===== src/hw/pscr_pkg.sv =====
// What this block does
// bit 5 of output power register switches frame clock output buffer off.
// bit 4 of output power register switches bit clock output buffer off.
// bit 3 switches channel A lane 1 buffer off; never done automatically.
// bit 2 of output power register switches channel A lane 0 buffer off.
// bit 1 switches channel B lane 1 buffer off; never done automatically.
// bit 0 switches channel B lane 0 buffer off; never done automatically.
// mask bit 3 set keeps sampling clock buffer powered during global sleep.
// mask bit 2 set keeps reference amplifier powered during global sleep.
// mask bit 1 set turns bandgap off in sleep; clear keeps it on.
// control bit 7 picks pin role: 0 enters sleep, 1 issues sync.
// toggling control bit 6 syncs only when enabled; software clears it.
// control bit 5 set takes sync from register bit instead of pin.
// control bit 3 set makes register reference and clock fields effective.
// reference field bits 2-1: 00 internal, 01 external buffered, 10 direct.
// control bit 0 with bit 3 selects single-ended clock, differential buffer off.
// global sleep trigger powers down blocks chosen by the mask register.
// reserved bits are written zero, held at zero and have no effect.
`default_nettype none
package pscr_pkg;
  localparam int          PSCR_AW          = 7;
  localparam int          PSCR_DW          = 8;
  localparam int          PSCR_FRAME_BITS  = 16;
  localparam logic [6:0]  PSCR_OFS_OUTPWR  = 7'h09;
  localparam logic [6:0]  PSCR_OFS_MASK    = 7'h0d;
  localparam logic [6:0]  PSCR_OFS_CTRL    = 7'h0e;
  localparam logic [7:0]  PSCR_RST_VAL     = 8'h00;
  // writable bits per register, the rest are reserved
  localparam logic [7:0]  PSCR_OUTPWR_MASK = 8'h3f;
  localparam logic [7:0]  PSCR_GMASK_MASK  = 8'h0e;
  localparam logic [7:0]  PSCR_CTRL_MASK   = 8'hef;
  // output power bit positions
  localparam int          PSCR_B_FRAME_CLOCK      = 5;
  localparam int          PSCR_B_BIT_CLOCK      = 4;
  localparam int          PSCR_B_A1        = 3;
  localparam int          PSCR_B_A0        = 2;
  localparam int          PSCR_B_B1        = 1;
  localparam int          PSCR_B_B0        = 0;
  // mask bit positions
  localparam int          PSCR_B_KEEP_CLK  = 3;
  localparam int          PSCR_B_KEEP_AMP  = 2;
  localparam int          PSCR_B_BG_OFF    = 1;
  // control bit positions
  localparam int          PSCR_B_PIN_SYNC  = 7;
  localparam int          PSCR_B_REG_SYNC  = 6;
  localparam int          PSCR_B_SYNC_EN   = 5;
  localparam int          PSCR_B_REF_REG   = 3;
  localparam int          PSCR_B_REF_HI    = 2;
  localparam int          PSCR_B_REF_LO    = 1;
  localparam int          PSCR_B_SE_CLK    = 0;
  // reference encodings
  localparam logic [1:0]  PSCR_REF_INT     = 2'h0;
  localparam logic [1:0]  PSCR_REF_EXT_BUF = 2'h1;
  localparam logic [1:0]  PSCR_REF_EXT     = 2'h2;
  localparam logic [1:0]  PSCR_REF_UNUSED  = 2'h3;

  typedef enum logic [1:0] {PSCR_IDLE, PSCR_ADDR, PSCR_DATA} pscr_phase_t;

  // analog and output power controls leaving the block
  typedef struct packed {
    logic       frame_clock_out_off;
    logic       bit_clock_out_off;
    logic       chan_a_lane1_off;
    logic       chan_a_lane0_off;
    logic       chan_b_lane1_off;
    logic       chan_b_lane0_off;
    logic       clock_buffer_off;
    logic       ref_amplifier_off;
    logic       bandgap_off;
    logic       sleep_active;
    logic       single_ended_clock;
    logic [1:0] reference_mode;
  } pscr_ctl_t;
endpackage
`default_nettype wire


===== src/hw/pscr_regs.sv =====
`default_nettype none
module pscr_regs
  import pscr_pkg::*;
(
  input  wire logic      mclk,
  input  wire logic      rst_n,
  input  wire logic      spi_sen_n,
  input  wire logic      spi_sclk,
  input  wire logic      spi_sdi,
  output var  logic      spi_sdo,
  output var  logic      spi_sdo_oe,
  input  wire logic      sync_or_sleep_pin,
  input  wire logic      reference_buffer_pin,
  input  wire logic      global_sleep_trigger,
  output var  pscr_ctl_t ctl,
  output var  logic      sync_pulse
);
  logic [7:0]              outpwr_reg;
  logic [7:0]              gmask_reg;
  logic [7:0]              ctrl_reg;
  logic                    sclk_reg;
  logic [4:0]              cnt_reg;
  logic [PSCR_FRAME_BITS-1:0] sh_reg;
  logic [7:0]              rd_reg;
  logic                    pin_reg;
  logic                    regsync_reg;
  logic                    read_reg;
  pscr_phase_t             phase_reg;
  pscr_phase_t             phase_next;

  // serial port edge detection; pins are taken as synchronous to mclk
  wire        sclk_rise = spi_sclk & ~sclk_reg & ~spi_sen_n;
  wire        sclk_fall = ~spi_sclk & sclk_reg & ~spi_sen_n;
  wire [PSCR_FRAME_BITS-1:0] sh_in = {sh_reg[PSCR_FRAME_BITS-2:0], spi_sdi};
  // last address bit is still on the data pin at the eighth rise, so decode the incoming word
  wire [6:0]  addr      = sh_in[PSCR_AW-1:0];
  // direction bit keeps moving through the shifter, so it is held once the address is in
  wire        is_read   = (phase_reg == PSCR_DATA) ? read_reg : sh_in[PSCR_AW];
  wire        addr_done = sclk_rise & (cnt_reg == 5'(PSCR_AW));
  wire        frame_end = sclk_rise & (cnt_reg == 5'(PSCR_FRAME_BITS - 1));
  wire        wr_stb    = frame_end & ~sh_reg[PSCR_FRAME_BITS-2];
  wire [6:0]  wr_addr   = sh_reg[PSCR_FRAME_BITS-3:PSCR_DW-1];
  wire [7:0]  wr_data   = sh_in[PSCR_DW-1:0];

  // address decode for writes and reads
  wire        wr_outpwr = wr_stb & (wr_addr == PSCR_OFS_OUTPWR);
  wire        wr_gmask  = wr_stb & (wr_addr == PSCR_OFS_MASK);
  wire        wr_ctrl   = wr_stb & (wr_addr == PSCR_OFS_CTRL);
  logic [7:0] rd_mux;
  always_comb begin
    if (addr == PSCR_OFS_OUTPWR) begin
      rd_mux = outpwr_reg;
    end else if (addr == PSCR_OFS_MASK) begin
      rd_mux = gmask_reg;
    end else if (addr == PSCR_OFS_CTRL) begin
      rd_mux = ctrl_reg;
    end else begin
      rd_mux = PSCR_RST_VAL;   // unmapped addresses read as zero
    end
  end

  // frame phase: address bits first, then data byte
  always_comb begin
    phase_next = phase_reg;
    case (phase_reg)
      PSCR_IDLE: begin
        if (~spi_sen_n) begin
          phase_next = PSCR_ADDR;
        end
      end
      PSCR_ADDR: begin
        if (spi_sen_n) begin
          phase_next = PSCR_IDLE;
        end else if (addr_done) begin
          phase_next = PSCR_DATA;
        end
      end
      PSCR_DATA: begin
        if (spi_sen_n | frame_end) begin
          phase_next = PSCR_IDLE;
        end
      end
      default: begin
        phase_next = PSCR_IDLE;
      end
    endcase
  end

  // shift engine; a frame cut short by chip select never writes
  always_ff @(posedge mclk or negedge rst_n) begin
    if (!rst_n) begin
      sclk_reg  <= 1'b0;
      cnt_reg   <= '0;
      sh_reg    <= '0;
      phase_reg <= PSCR_IDLE;
    end else begin
      sclk_reg  <= spi_sclk;
      phase_reg <= phase_next;
      if (spi_sen_n | frame_end) begin
        cnt_reg <= '0;
      end else if (sclk_rise) begin
        cnt_reg <= cnt_reg + 5'h01;
      end
      if (sclk_rise) begin
        sh_reg <= sh_in;
      end
    end
  end

  // read data leaves msb first, changing on the falling clock edge
  always_ff @(posedge mclk or negedge rst_n) begin
    if (!rst_n) begin
      rd_reg     <= '0;
      read_reg   <= 1'b0;
      spi_sdo    <= 1'b0;
      spi_sdo_oe <= 1'b0;
    end else begin
      if (phase_reg == PSCR_ADDR && addr_done) begin
        rd_reg   <= rd_mux;
        read_reg <= sh_in[PSCR_AW];
      end else if (sclk_fall && phase_reg == PSCR_DATA) begin
        spi_sdo <= rd_reg[PSCR_DW-1];
        rd_reg  <= {rd_reg[PSCR_DW-2:0], 1'b0};
      end
      spi_sdo_oe <= (phase_next == PSCR_DATA) & is_read & ~spi_sen_n;
    end
  end

  // register writes, reserved bits forced to zero
  always_ff @(posedge mclk or negedge rst_n) begin
    if (!rst_n) begin
      outpwr_reg <= PSCR_RST_VAL;
      gmask_reg  <= PSCR_RST_VAL;
      ctrl_reg   <= PSCR_RST_VAL;
    end else begin
      // reserved bits held
      if (wr_outpwr) outpwr_reg <= wr_data & PSCR_OUTPWR_MASK;
      if (wr_gmask)  gmask_reg  <= wr_data & PSCR_GMASK_MASK;
      if (wr_ctrl)   ctrl_reg   <= wr_data & PSCR_CTRL_MASK;
    end
  end

  // derived control terms
  wire pin_is_sync = ctrl_reg[PSCR_B_PIN_SYNC];
  wire sync_by_reg = ctrl_reg[PSCR_B_SYNC_EN];
  wire ref_by_reg  = ctrl_reg[PSCR_B_REF_REG];
  // pin role select
  wire pin_sleep   = sync_or_sleep_pin & ~pin_is_sync;
  wire pin_sync    = sync_or_sleep_pin & ~pin_reg & pin_is_sync;
  // global sleep sources
  wire sleep       = global_sleep_trigger | pin_sleep;
  // any toggle of the bit counts, not only a rise
  wire reg_sync    = (ctrl_reg[PSCR_B_REG_SYNC] ^ regsync_reg) & sync_by_reg;
  // register sync replaces the pin
  wire sync_now    = sync_by_reg ? reg_sync : pin_sync;
  // single ended clock only under register reference control
  wire se_clk      = ref_by_reg & ctrl_reg[PSCR_B_SE_CLK];
  // pin chooses reference unless register control is set
  wire [1:0] ref_pin = reference_buffer_pin ? PSCR_REF_EXT_BUF : PSCR_REF_INT;
  // reference field encoding, unused code passed through as is
  wire [1:0] ref_sel = ref_by_reg ? ctrl_reg[PSCR_B_REF_HI:PSCR_B_REF_LO] : ref_pin;

  // registered outputs so the analog side sees glitch free levels
  always_ff @(posedge mclk or negedge rst_n) begin
    if (!rst_n) begin
      ctl         <= '0;
      sync_pulse  <= 1'b0;
      pin_reg     <= 1'b0;
      regsync_reg <= 1'b0;
    end else begin
      pin_reg     <= sync_or_sleep_pin;
      regsync_reg <= ctrl_reg[PSCR_B_REG_SYNC];
      sync_pulse  <= sync_now;
      // frame clock buffer
      ctl.frame_clock_out_off <= outpwr_reg[PSCR_B_FRAME_CLOCK];
      // bit clock buffer
      ctl.bit_clock_out_off   <= outpwr_reg[PSCR_B_BIT_CLOCK];
      // lane 1 channel A
      ctl.chan_a_lane1_off    <= outpwr_reg[PSCR_B_A1];
      // lane 0 channel A
      ctl.chan_a_lane0_off    <= outpwr_reg[PSCR_B_A0];
      // lane 1 channel B
      ctl.chan_b_lane1_off    <= outpwr_reg[PSCR_B_B1];
      // lane 0 channel B
      ctl.chan_b_lane0_off    <= outpwr_reg[PSCR_B_B0];
      // clock buffer mask, also off in single ended mode
      ctl.clock_buffer_off    <= (sleep & ~gmask_reg[PSCR_B_KEEP_CLK]) | se_clk;
      // reference amplifier mask
      ctl.ref_amplifier_off   <= sleep & ~gmask_reg[PSCR_B_KEEP_AMP];
      // inverted sense, set saves power but slows wake up
      ctl.bandgap_off         <= sleep & gmask_reg[PSCR_B_BG_OFF];
      ctl.sleep_active        <= sleep;
      ctl.single_ended_clock  <= se_clk;
      ctl.reference_mode      <= ref_sel;
    end
  end
endmodule
`default_nettype wire


===== config.mk =====
export PLATFORM = sky130hd
export DESIGN_NAME = pscr_regs
export DESIGN_NICKNAME = d
export VERILOG_FILES = /design/src/hw/pscr_pkg.sv /design/src/hw/pscr_regs.sv
export SDC_FILE = /design/constraint.sdc
export NUM_CORES = 1
export LEC_CHECK = 0
export ABC_AREA = 0
export ABC_CLOCK_PERIOD_IN_PS = 4200
export BUFFER_PORTS_ARGS = -buffer_cell sky130_fd_sc_hd__clkbuf_2
export CORE_MARGIN = 2
export CORE_UTILIZATION = 50
export CTS_BUF_LIST = sky130_fd_sc_hd__clkbuf_8 sky130_fd_sc_hd__clkbuf_16
export CTS_CLUSTER_DIAMETER = 80
export DETAILED_ROUTE_END_ITERATION = 16
export GPL_TIMING_DRIVEN = 0
export HOLD_SLACK_MARGIN = 0.02
export PLACE_DENSITY = 0.67
export SLEW_MARGIN = 40
export SYNTH_ARGS = -nofsm -noshare
export SYNTH_HDL_FRONTEND = slang
export SYNTH_SLANG_ARGS = --single-unit
export TNS_END_PERCENT = 1

===== constraint.sdc =====
create_clock -name mclk -period 4.2 [get_ports mclk]
set_input_delay 0.42 -clock mclk [delete_from_list [all_inputs] [get_ports mclk]]
set_output_delay 0.42 -clock mclk [all_outputs]
set_load 0.03 [all_outputs]

# After elaboration in Yosys (flattened, before gate mapping)
# Cells that the tools add are included.
[word_totals] elab_cells=93 out_inout_bits=16 in_bits=8 regBits=66
[classes] n_reduce_logical=6 muxes=16 addsub=1 bitwise=33 n_eq_ne=11
[ops] cell="7-bit by 4-bit equality test with 1-bit output, second input constant" n=6
[ops] cell="8-bit 2-to-1 mux" n=5
[ops] cell="1-bit bitwise AND" n=20
[ops] cell="2-bit 2-to-1 mux" n=5
[ops] cell="5-bit 2-to-1 mux" n=2
[ops] cell="1-bit inverter" n=9
[ops] cell="2-bit one-hot mux with 3 select lines" n=1
[ops] cell="5-bit by 1-bit adder with 5-bit output, second input constant" n=1
[ops] cell="5-bit by 3-bit equality test with 1-bit output, second input constant" n=1
[ops] cell="5-bit by 4-bit equality test with 1-bit output, second input constant" n=1
[ops] cell="2-bit equality test, second input constant" n=2
[ops] cell="2-bit nonzero test" n=2
[ops] cell="1-bit 2-to-1 mux" n=3
[ops] cell="1-bit bitwise OR" n=3
[ops] cell="2-bit by 1-bit equality test with 1-bit output, second input constant" n=1
[ops] cell="1-bit logical AND" n=2
[ops] cell="2-bit zero test" n=1
[ops] cell="2-bit AND reduction" n=1
[ops] cell="1-bit XOR" n=1

# Depth between registers and ports, before layout
# Gate-level depths: netlist of the first run.
[logic_depth] ltp_word=10 mapped_depth=8 depth_no_buf=7

# Worst setup path after synthesis of the first run
# OpenSTA, ideal clock, no wires.
[synth_timing] path_type="register to register" startpoint="register cnt_reg[0]" endpoint="register outpwr_reg[0]" path_buffers=1 synth_period_minus_slack_ns=2.116 stages_incl_launch_ff=9 required_time_ns=4.075 arrival_time_ns=1.991 path_slack_ns=2.084 setup_ns=0.125 path_cell_list="dfrtp_1 > ha_1 > and3_1 > ha_1 > nand4bb_1 > nor3_2 > and4bb_2 > buf_2 > mux2_2"
[synth_via] elab_chain_cells=4
[synth_lines] item="start, declared" line="pscr_regs.sv:22" source="logic [4:0] cnt_reg;"
[synth_lines] item="start signal, assigned" line="pscr_regs.sv:102" source="cnt_reg <= cnt_reg + 5'h01;"
[synth_lines] item="5-bit by 4-bit equality test with 1-bit output" line="pscr_regs.sv:40" source="wire frame_end = sclk_rise & (cnt_reg == 5'(PSCR_FRAME_BITS - 1));"
[synth_lines] item="1-bit bitwise AND" line="pscr_regs.sv:40"
[synth_lines] item="1-bit bitwise AND" line="pscr_regs.sv:41" source="wire wr_stb = frame_end & ~sh_reg[PSCR_FRAME_BITS-2];"
[synth_lines] item="1-bit bitwise AND" line="pscr_regs.sv:46" source="wire wr_outpwr = wr_stb & (wr_addr == PSCR_OFS_OUTPWR);"
[synth_lines] item="end signal, assigned" line="pscr_regs.sv:137" source="if (wr_outpwr) outpwr_reg <= wr_data & PSCR_OUTPWR_MASK;"
[synth_lines] item="end, declared" line="pscr_regs.sv:18" source="logic [7:0] outpwr_reg;"
# No other way between the ends.
# A chain may end at the register's enable or synchronous reset.

# Worst setup path in the final report of the first run
[layout_timing] startpoint="register cnt_reg[0]" endpoint="register ctrl_reg[1]"
[layout_via] elab_chain_cells=4
[layout_lines] item="5-bit by 4-bit equality test with 1-bit output" line="pscr_regs.sv:40"
[layout_lines] item="1-bit bitwise AND" line="pscr_regs.sv:40"
[layout_lines] item="1-bit bitwise AND" line="pscr_regs.sv:41"
[layout_lines] item="1-bit bitwise AND" line="pscr_regs.sv:48" source="wire wr_ctrl = wr_stb & (wr_addr == PSCR_OFS_CTRL);"
[layout_lines] item="end signal, assigned" line="pscr_regs.sv:139" source="if (wr_ctrl) ctrl_reg <= wr_data & PSCR_CTRL_MASK;"
[layout_lines] item="end, declared" line="pscr_regs.sv:20" source="logic [7:0] ctrl_reg;"
# No other way between the ends.

==> results of run 1 <==
## power by group
part	switching, mW	internal, mW
Clock	0.227	0.238
Sequential	0.0349	0.671
Combinational	0.0679	0.0371
## worst paths after layout
kind,start,end,slack [ns],cells after the start
max in group asynchronous,rst_n,outpwr_reg[1],3.78,1
hold / removal,rst_n,phase_reg[1],0.06,1
setup reg to reg,cnt_reg[0],ctrl_reg[1],1.63,7
min in group mclk,sync_or_sleep_pin,pin_reg,0.23,1
setup / recovery,cnt_reg[0],ctrl_reg[1],1.63,7
hold reg to reg,outpwr_reg[1],ctl[8],0.40,0
## cell type report
cell class / count / area [sq um]
fill: 465 / 2050
sequential: 66 / 1650
multi-input combinational: 159 / 1000
clock buffer: 11 / 151
timing repair buffer: 23 / 124
tap: 70 / 87.6
buffer: 10 / 41.3
clock inverter: 4 / 18.8
inverter: 4 / 15.0
## metrics by stage
step                      hold slack (ns)   util
after floorplan                     0.124      -
after global placement              0.382  0.564
after detailed placement            0.388  0.568
after CTS                          0.0792  0.601
after global routing                0.111  0.601
final                              0.0589  0.601
## critical path: cells and delay by family (launching register included)
kind | cells | cell delay [ns]
adder cells (fa/ha/maj) | 2 | 0.48
multiplexers | 1 | 0.43
flip-flops | 1 | 0.39
AND/OR/NAND/NOR | 4 | 1.15
## layer usage
layer  share of wire  wire length (um)
met1            0.52              2540
met2            0.44              2150
met3           0.024               116
met4           0.021               104
met5               0                 0
## kinds of logic after synthesis
kind of cell / synth area share
flip-flops: 0.613
AO/OA/AOI/OAI: 0.0798
XOR/XNOR: 0.00325
adder cells (fa/ha/maj): 0.00928
AND/OR/NAND/NOR: 0.204
buffers and inverters: 0.0209
multiplexers: 0.0705
## cell usage after synthesis, drive strengths merged (2+ instances only)
library cell,instances,share of area
inv,4,0.0056
nand4b,2,0.0065
clkbuf,7,0.0097
a31oi,7,0.016
and3,3,0.0070
nand3,4,0.0074
nand3b,6,0.017
nor3,3,0.0074
and2,2,0.0046
a21oi,6,0.011
ha,2,0.0093
nor2,7,0.0097
o21ai,5,0.0093
mux2,16,0.067
nand2,58,0.081
nor3b,3,0.0084
nor2b,2,0.0046
dfrtp,66,0.61
buf,3,0.0056
a221o,2,0.0074
or4b,2,0.0074
and3b,2,0.0065
a22o,4,0.013
nand2b,7,0.016
o31ai,2,0.0056
==> summary.txt, run 1 <==
Status
  • Status: finished clean

Timing
  • Tcrit/Tclk final: 0.612
  • Final Slew Violations: 0
  • Max Clock Skew: ~0.0049 ns
  • RSZ-0062 raised after global routing: no
  • Final setup viols: 0
  • Final Hold Fails: 0
  • Slew margin rel.: 0.558
  • TNS Setup: 0 ns
  • Final worst slack: approximately 1.6 ns
  • Post-route minimum period: approximately 2.6 ns
  • FMAX: 0.389 GHz
  • Worst slew pin tran: around 0.66 ns

Clock network
  • Total CTS buffers: 9
  • Cts hold-fix bufs: 0
  • Clock Tree Root: clkbuf_8
  • H-tree depth: 3
  • Post-CTS Resized: 0
  • CTS clk-pin slew, worst paths: ~0.070 ns
  • Clk_lat worst skew: between 0.3 and 0.4 ns
  • Clk buf depth: 2
  • Clock Sinks: 66
  • Postcts setup bufs: 0
  • TritonCTS clock tree: built

Floorplanning
  • FP Rows: 26
  • Die height: just under 80 um
  • Ports: 24
  • Die X: between 70 and 80 um
  • Starting Density: 0.525
  • Core area: 5140 sq um
  • Die area: between 5000 and 6000 sq um

Yosys
  • Seq cells post-synth: 66
  • Post-synth EDFFs: 0
  • Yosys warns: 0
  • Mean Syn Cell Area: around 11 sq um
  • Post-synthesis sequential area ratio: 0.613
  • Post-synth ARST share: 1.00
  • Synthesized Nets: approximately 250
  • Count of cell types in the netlist: 42
  • Prevailing post-synth register cell: dfrtp_1
  • Cells after synthesis: between 200 and 250
  • Mapped Area: around 2700 sq um

Worst setup path
  • Crit Path Category: flip-flop to flip-flop
  • Worst Path Max Fanout: 7
  • CP cell instances: ha_1 > and3_1 > ha_1 > nand4bb_1 > nor3_2 > nand4b_1 > mux2_2
  • Critical path launch point type: flip-flop
  • Max incr delay on CP: roughly 0.43 ns
  • Worst Path Required: ~4.4 ns
  • Worst Setup End Kind: flip-flop
  • Crit-path slowest cell: nand4b_1
  • Crit path top cell by count: ha_1
  • Critical Path AT: 2.79 ns

Power
  • Power, Total: between 1 and 1.5 mW
  • Leakage: about 1.6 nW
  • Power Dens Cells: 413 nW/um^2
  • VDD IR-drop max: between 0.2 and 0.25 mV

Detailed routing
  • First drt pass iteration count: 4
  • Via/cell ratio: between 5 and 6
  • Final ANT Viol Nets: 0
  • WL final: roughly 4.9 mm
  • Avg WL per Cell: between 10 and 15 um
  • Initial DRC Count: 75
  • Vias: 1810
  • Remaining DRCs: 0

Run
  • Max cap viols: 0

GRT
  • Largest net degree at the start of global routing: 67
  • M1 GR Usage: 0.282
  • Met3 Use GR: 0.0419
  • Total GRT Usage: 0.192
  • First-pass GRT wire length: 8.78 mm
  • Met2 global-route usage: 0.263
  • GRT busiest layer: met1
  • Number of global-route vias before repair: about 1800
  • Grt ovf: 0
  • Antenna violations before repair: 0

Final layout
  • Area Growth Syn to Fin: 14.6%
  • Fin nets: about 280
  • Design area: between 3000 and 4000 sq um
  • Commonest non-fill, non-tap cell in the layout: dfrtp_1
  • Max FFs per register: 15
  • Fin cells: between 300 and 400
  • Leading cell types in the layout, fill and taps excluded: dfrtp_1, nand2_1, clkbuf_2, mux2_2, clkbuf_8
  • Diodes inserted: 0
  • Share of cells above drive strength 1: 0.220

Placed design
  • Placed Instances: between 300 and 400
  • Placement Setup Slack: 1.67 ns
  • Dpl cell area: roughly 2900 sq um
  • PortBufs: 23
  • HPWL after DPL: between 3 and 4 mm
  • GPL Wtd Cong: approximately 0.76

Hold path
  • Worst hold path class: primary input to asynchronous set/reset pin
No activity file was read; power rests on OpenSTA's default activity.
==> run 2: changes to the inputs <==
ABC_CLOCK_PERIOD_IN_PS = 2670   (was 4200)
clock period = 2.67 ns   (was 4.2 ns; I/O delays follow)
==> run 2 against run 1 <==
Against the previous run:
- flip-flop and latch count unchanged
- first-iteration DRC count unchanged
- total power increased by 58%
- non-clock buffer count increased by 3
- sequential power increased by 57%
- fmax increased by 5.8%
- combinational power increased by 61%
- critical path type unchanged
- largest power group unchanged
==> summary.txt, run 2 (synthesized netlist as in run 1, its figures left out) <==
Worst setup path
  • Crit Path Category: flip-flop to flip-flop
  • Critical Path AT: 2.65 ns (-0.14 ns)
  • Worst Setup End Kind: flip-flop
  • Critical path launch point type: flip-flop
  • Worst setup path startpoint: cnt_reg[0]
  • Worst R2R Setup Slack: 0.24 ns (-1.39 ns)
  • Worst Path Required: 2.89 ns (-1.53 ns)
  • Worst Path Max Fanout: 6 (-1)
  • Worst R2R Path Depth: 8 (+1)
  • Worst reg2reg path endpoint: outpwr_reg[0]
  • Reg-to-reg startpoint: cnt_reg[0]

GRT
  • M1 GR Usage: 0.282 (unchanged)
  • Met3 Use GR: 0.0430 (+0.00116)
  • Grt ovf: 0 (unchanged)
  • GRT busiest layer: met1
  • Total GRT Usage: 0.192 (+0.000253)
  • First-pass GRT wire length: 8.80 mm (+0.16%)
  • Largest net degree at the start of global routing: 67 (unchanged)
  • Number of global-route vias before repair: 1753 (+0.17%)
  • Met2 global-route usage: 0.263 (unchanged)
  • Antenna violations before repair: 0 (unchanged)

Clock network
  • Clock Tree Root: clkbuf_8
  • Total CTS buffers: 9 (unchanged)
  • Clock Sinks: 66 (unchanged)
  • CTS clk-pin slew, worst paths: 0.07 ns (about the same)
  • Clk buf depth: 2 (unchanged)
  • Clk_lat worst skew: 0.34 ns (about the same)
  • TritonCTS clock tree: built
  • H-tree depth: 3 (unchanged)

Placed design
  • Dpl cell area: 2920 sq um (unchanged)
  • Placed Instances: 332 (unchanged)
  • Placement Setup Slack: 0.135 ns (-1.53 ns)
  • HPWL after DPL: 3.34 mm (unchanged)
  • PortBufs: 23 (unchanged)
  • GPL Wtd Cong: 0.760 (unchanged)

Hold path
  • Worst hold path class: primary input to flip-flop
  • Worst Hold End: pin_reg
  • Worst hold path depth: 1
  • Worst hold path startpoint: sync_or_sleep_pin

Status
  • Status: finished clean

Final layout
  • Design area: 3130 sq um (+1.3%)
  • Commonest non-fill, non-tap cell in the layout: dfrtp_1
  • Area Growth Syn to Fin: 16.1%
  • Diodes inserted: 0 (unchanged)
  • Max FFs per register: 15 (unchanged)
  • Final core occ: 0.609 (+0.00803)
  • Fin cells: 350 (+0.86%)
  • Fin nets: 286 (+1.1%)
  • Share of cells above drive strength 1: 0.229 (+0.00835)
  • Leading cell types in the layout, fill and taps excluded: dfrtp_1, nand2_1, clkbuf_2, mux2_2, clkbuf_8

Detailed routing
  • Remaining DRCs: 0 (unchanged)
  • Initial DRC Count: 75 (unchanged)
  • WL final: 5.01 mm (+2.1%)
  • Avg WL per Cell: 14.3 um (+1.2%)
  • Via/cell ratio: 5.20 (-0.25%)
  • First drt pass iteration count: 4 (unchanged)
  • Vias: 1821 (+0.61%)
  • Final ANT Viol Nets: 0 (unchanged)

Power
  • Power, Total: 2.01 mW (+58%)
  • Power Dens Cells: 643 nW/um^2 (+56%)
  • Leakage: 1.58 nW (+1.1%)
  • VDD IR-drop max: 0.371 mV (+57%)

Floorplanning
  • Die height: 77.4 um (unchanged)
  • FP Rows: 26 (unchanged)
  • Core area: 5140 sq um (unchanged)
  • Die area: 6000 sq um (unchanged)
  • Starting Density: 0.525 (unchanged)
  • Die X: 77.4 um (unchanged)
  • Ports: 24 (unchanged)

Timing
  • Worst slew pin tran: 0.664 ns (+0.00166 ns)
  • Post-route minimum period: 2.43 ns (-0.141 ns)
  • Final Slew Violations: 0 (unchanged)
  • TNS Setup: 0 ns (unchanged)
  • Final Hold Fails: 0 (unchanged)
  • Final setup viols: 0 (unchanged)
  • Max Clock Skew: 0.00440 ns (-0.000541 ns)
  • RSZ-0062 raised after global routing: no
  • Fin Hold WS: 0.0779 ns (+0.0191 ns)
  • Tcrit/Tclk final: 0.909 (+0.298)
  • Slew margin rel.: 0.556 (-0.00111)
  • Final worst slack: 0.242 ns (-1.39 ns)
  • FMAX: 0.412 GHz (+5.8%)

Run
  • Max cap viols: 0 (unchanged)
==> run 2: critical path, stage by stage, from the launching register on <==
cell and delay (ns):
dfrtp_1 0.39, ha_1 0.23, and3_1 0.17, ha_1 0.30, nand4bb_4 0.17, nor3_2 0.25
and4bb_2 0.25, buf_2 0.19, mux2_2 0.35
==> run 2: final cells by class <==
type / instances / area [sq um]
fillers: 461 / 2010
flip-flops and latches: 66 / 1650
multi-input cells: 159 / 1020
clock buffers: 11 / 151
repair buffers: 26 / 149
well taps: 70 / 87.6
plain buffers: 10 / 41.3
clock inverters: 4 / 18.8
inverters: 4 / 15.0
==> run 2: routing by layer <==
layer  part of all wire  up-vias
met5                  0        -
met2               0.44       26
li1                   -      905
met3              0.027        9
met1               0.51      881
met4              0.021        0
==> run 2: worst max path at each step <==
stage | to | slack (ns) | cells past startpoint
3_5_place_dp | ctrl_reg[1] | 0.14 | 7
2_1_floorplan | outpwr_reg[0] | 0.55 | 8
5_1_grt | outpwr_reg[3] | 0.07 | 8
3_3_place_gp | ctrl_reg[2] | 0.12 | 7
4_1_cts | ctrl_reg[1] | 0.11 | 7
6_report | outpwr_reg[0] | 0.24 | 8
==> run 2: repair_timing <==
action	4_1_cts	5_1_grt
hold endpoints to repair	66	0
buffers inserted	0	2
gates resized for setup	0	1
hold buffers	1	0
endpoints found under the setup margin	0	12
==> run 2: power by group <==
| group | leakage (nW) | internal (mW) | switching [mW] |
|---|---|---|---|
| logic | 0.590 | 0.0603 | 0.109 |
| registers | 0.890 | 1.06 | 0.0547 |
| clock network | 0.0961 | 0.374 | 0.361 |
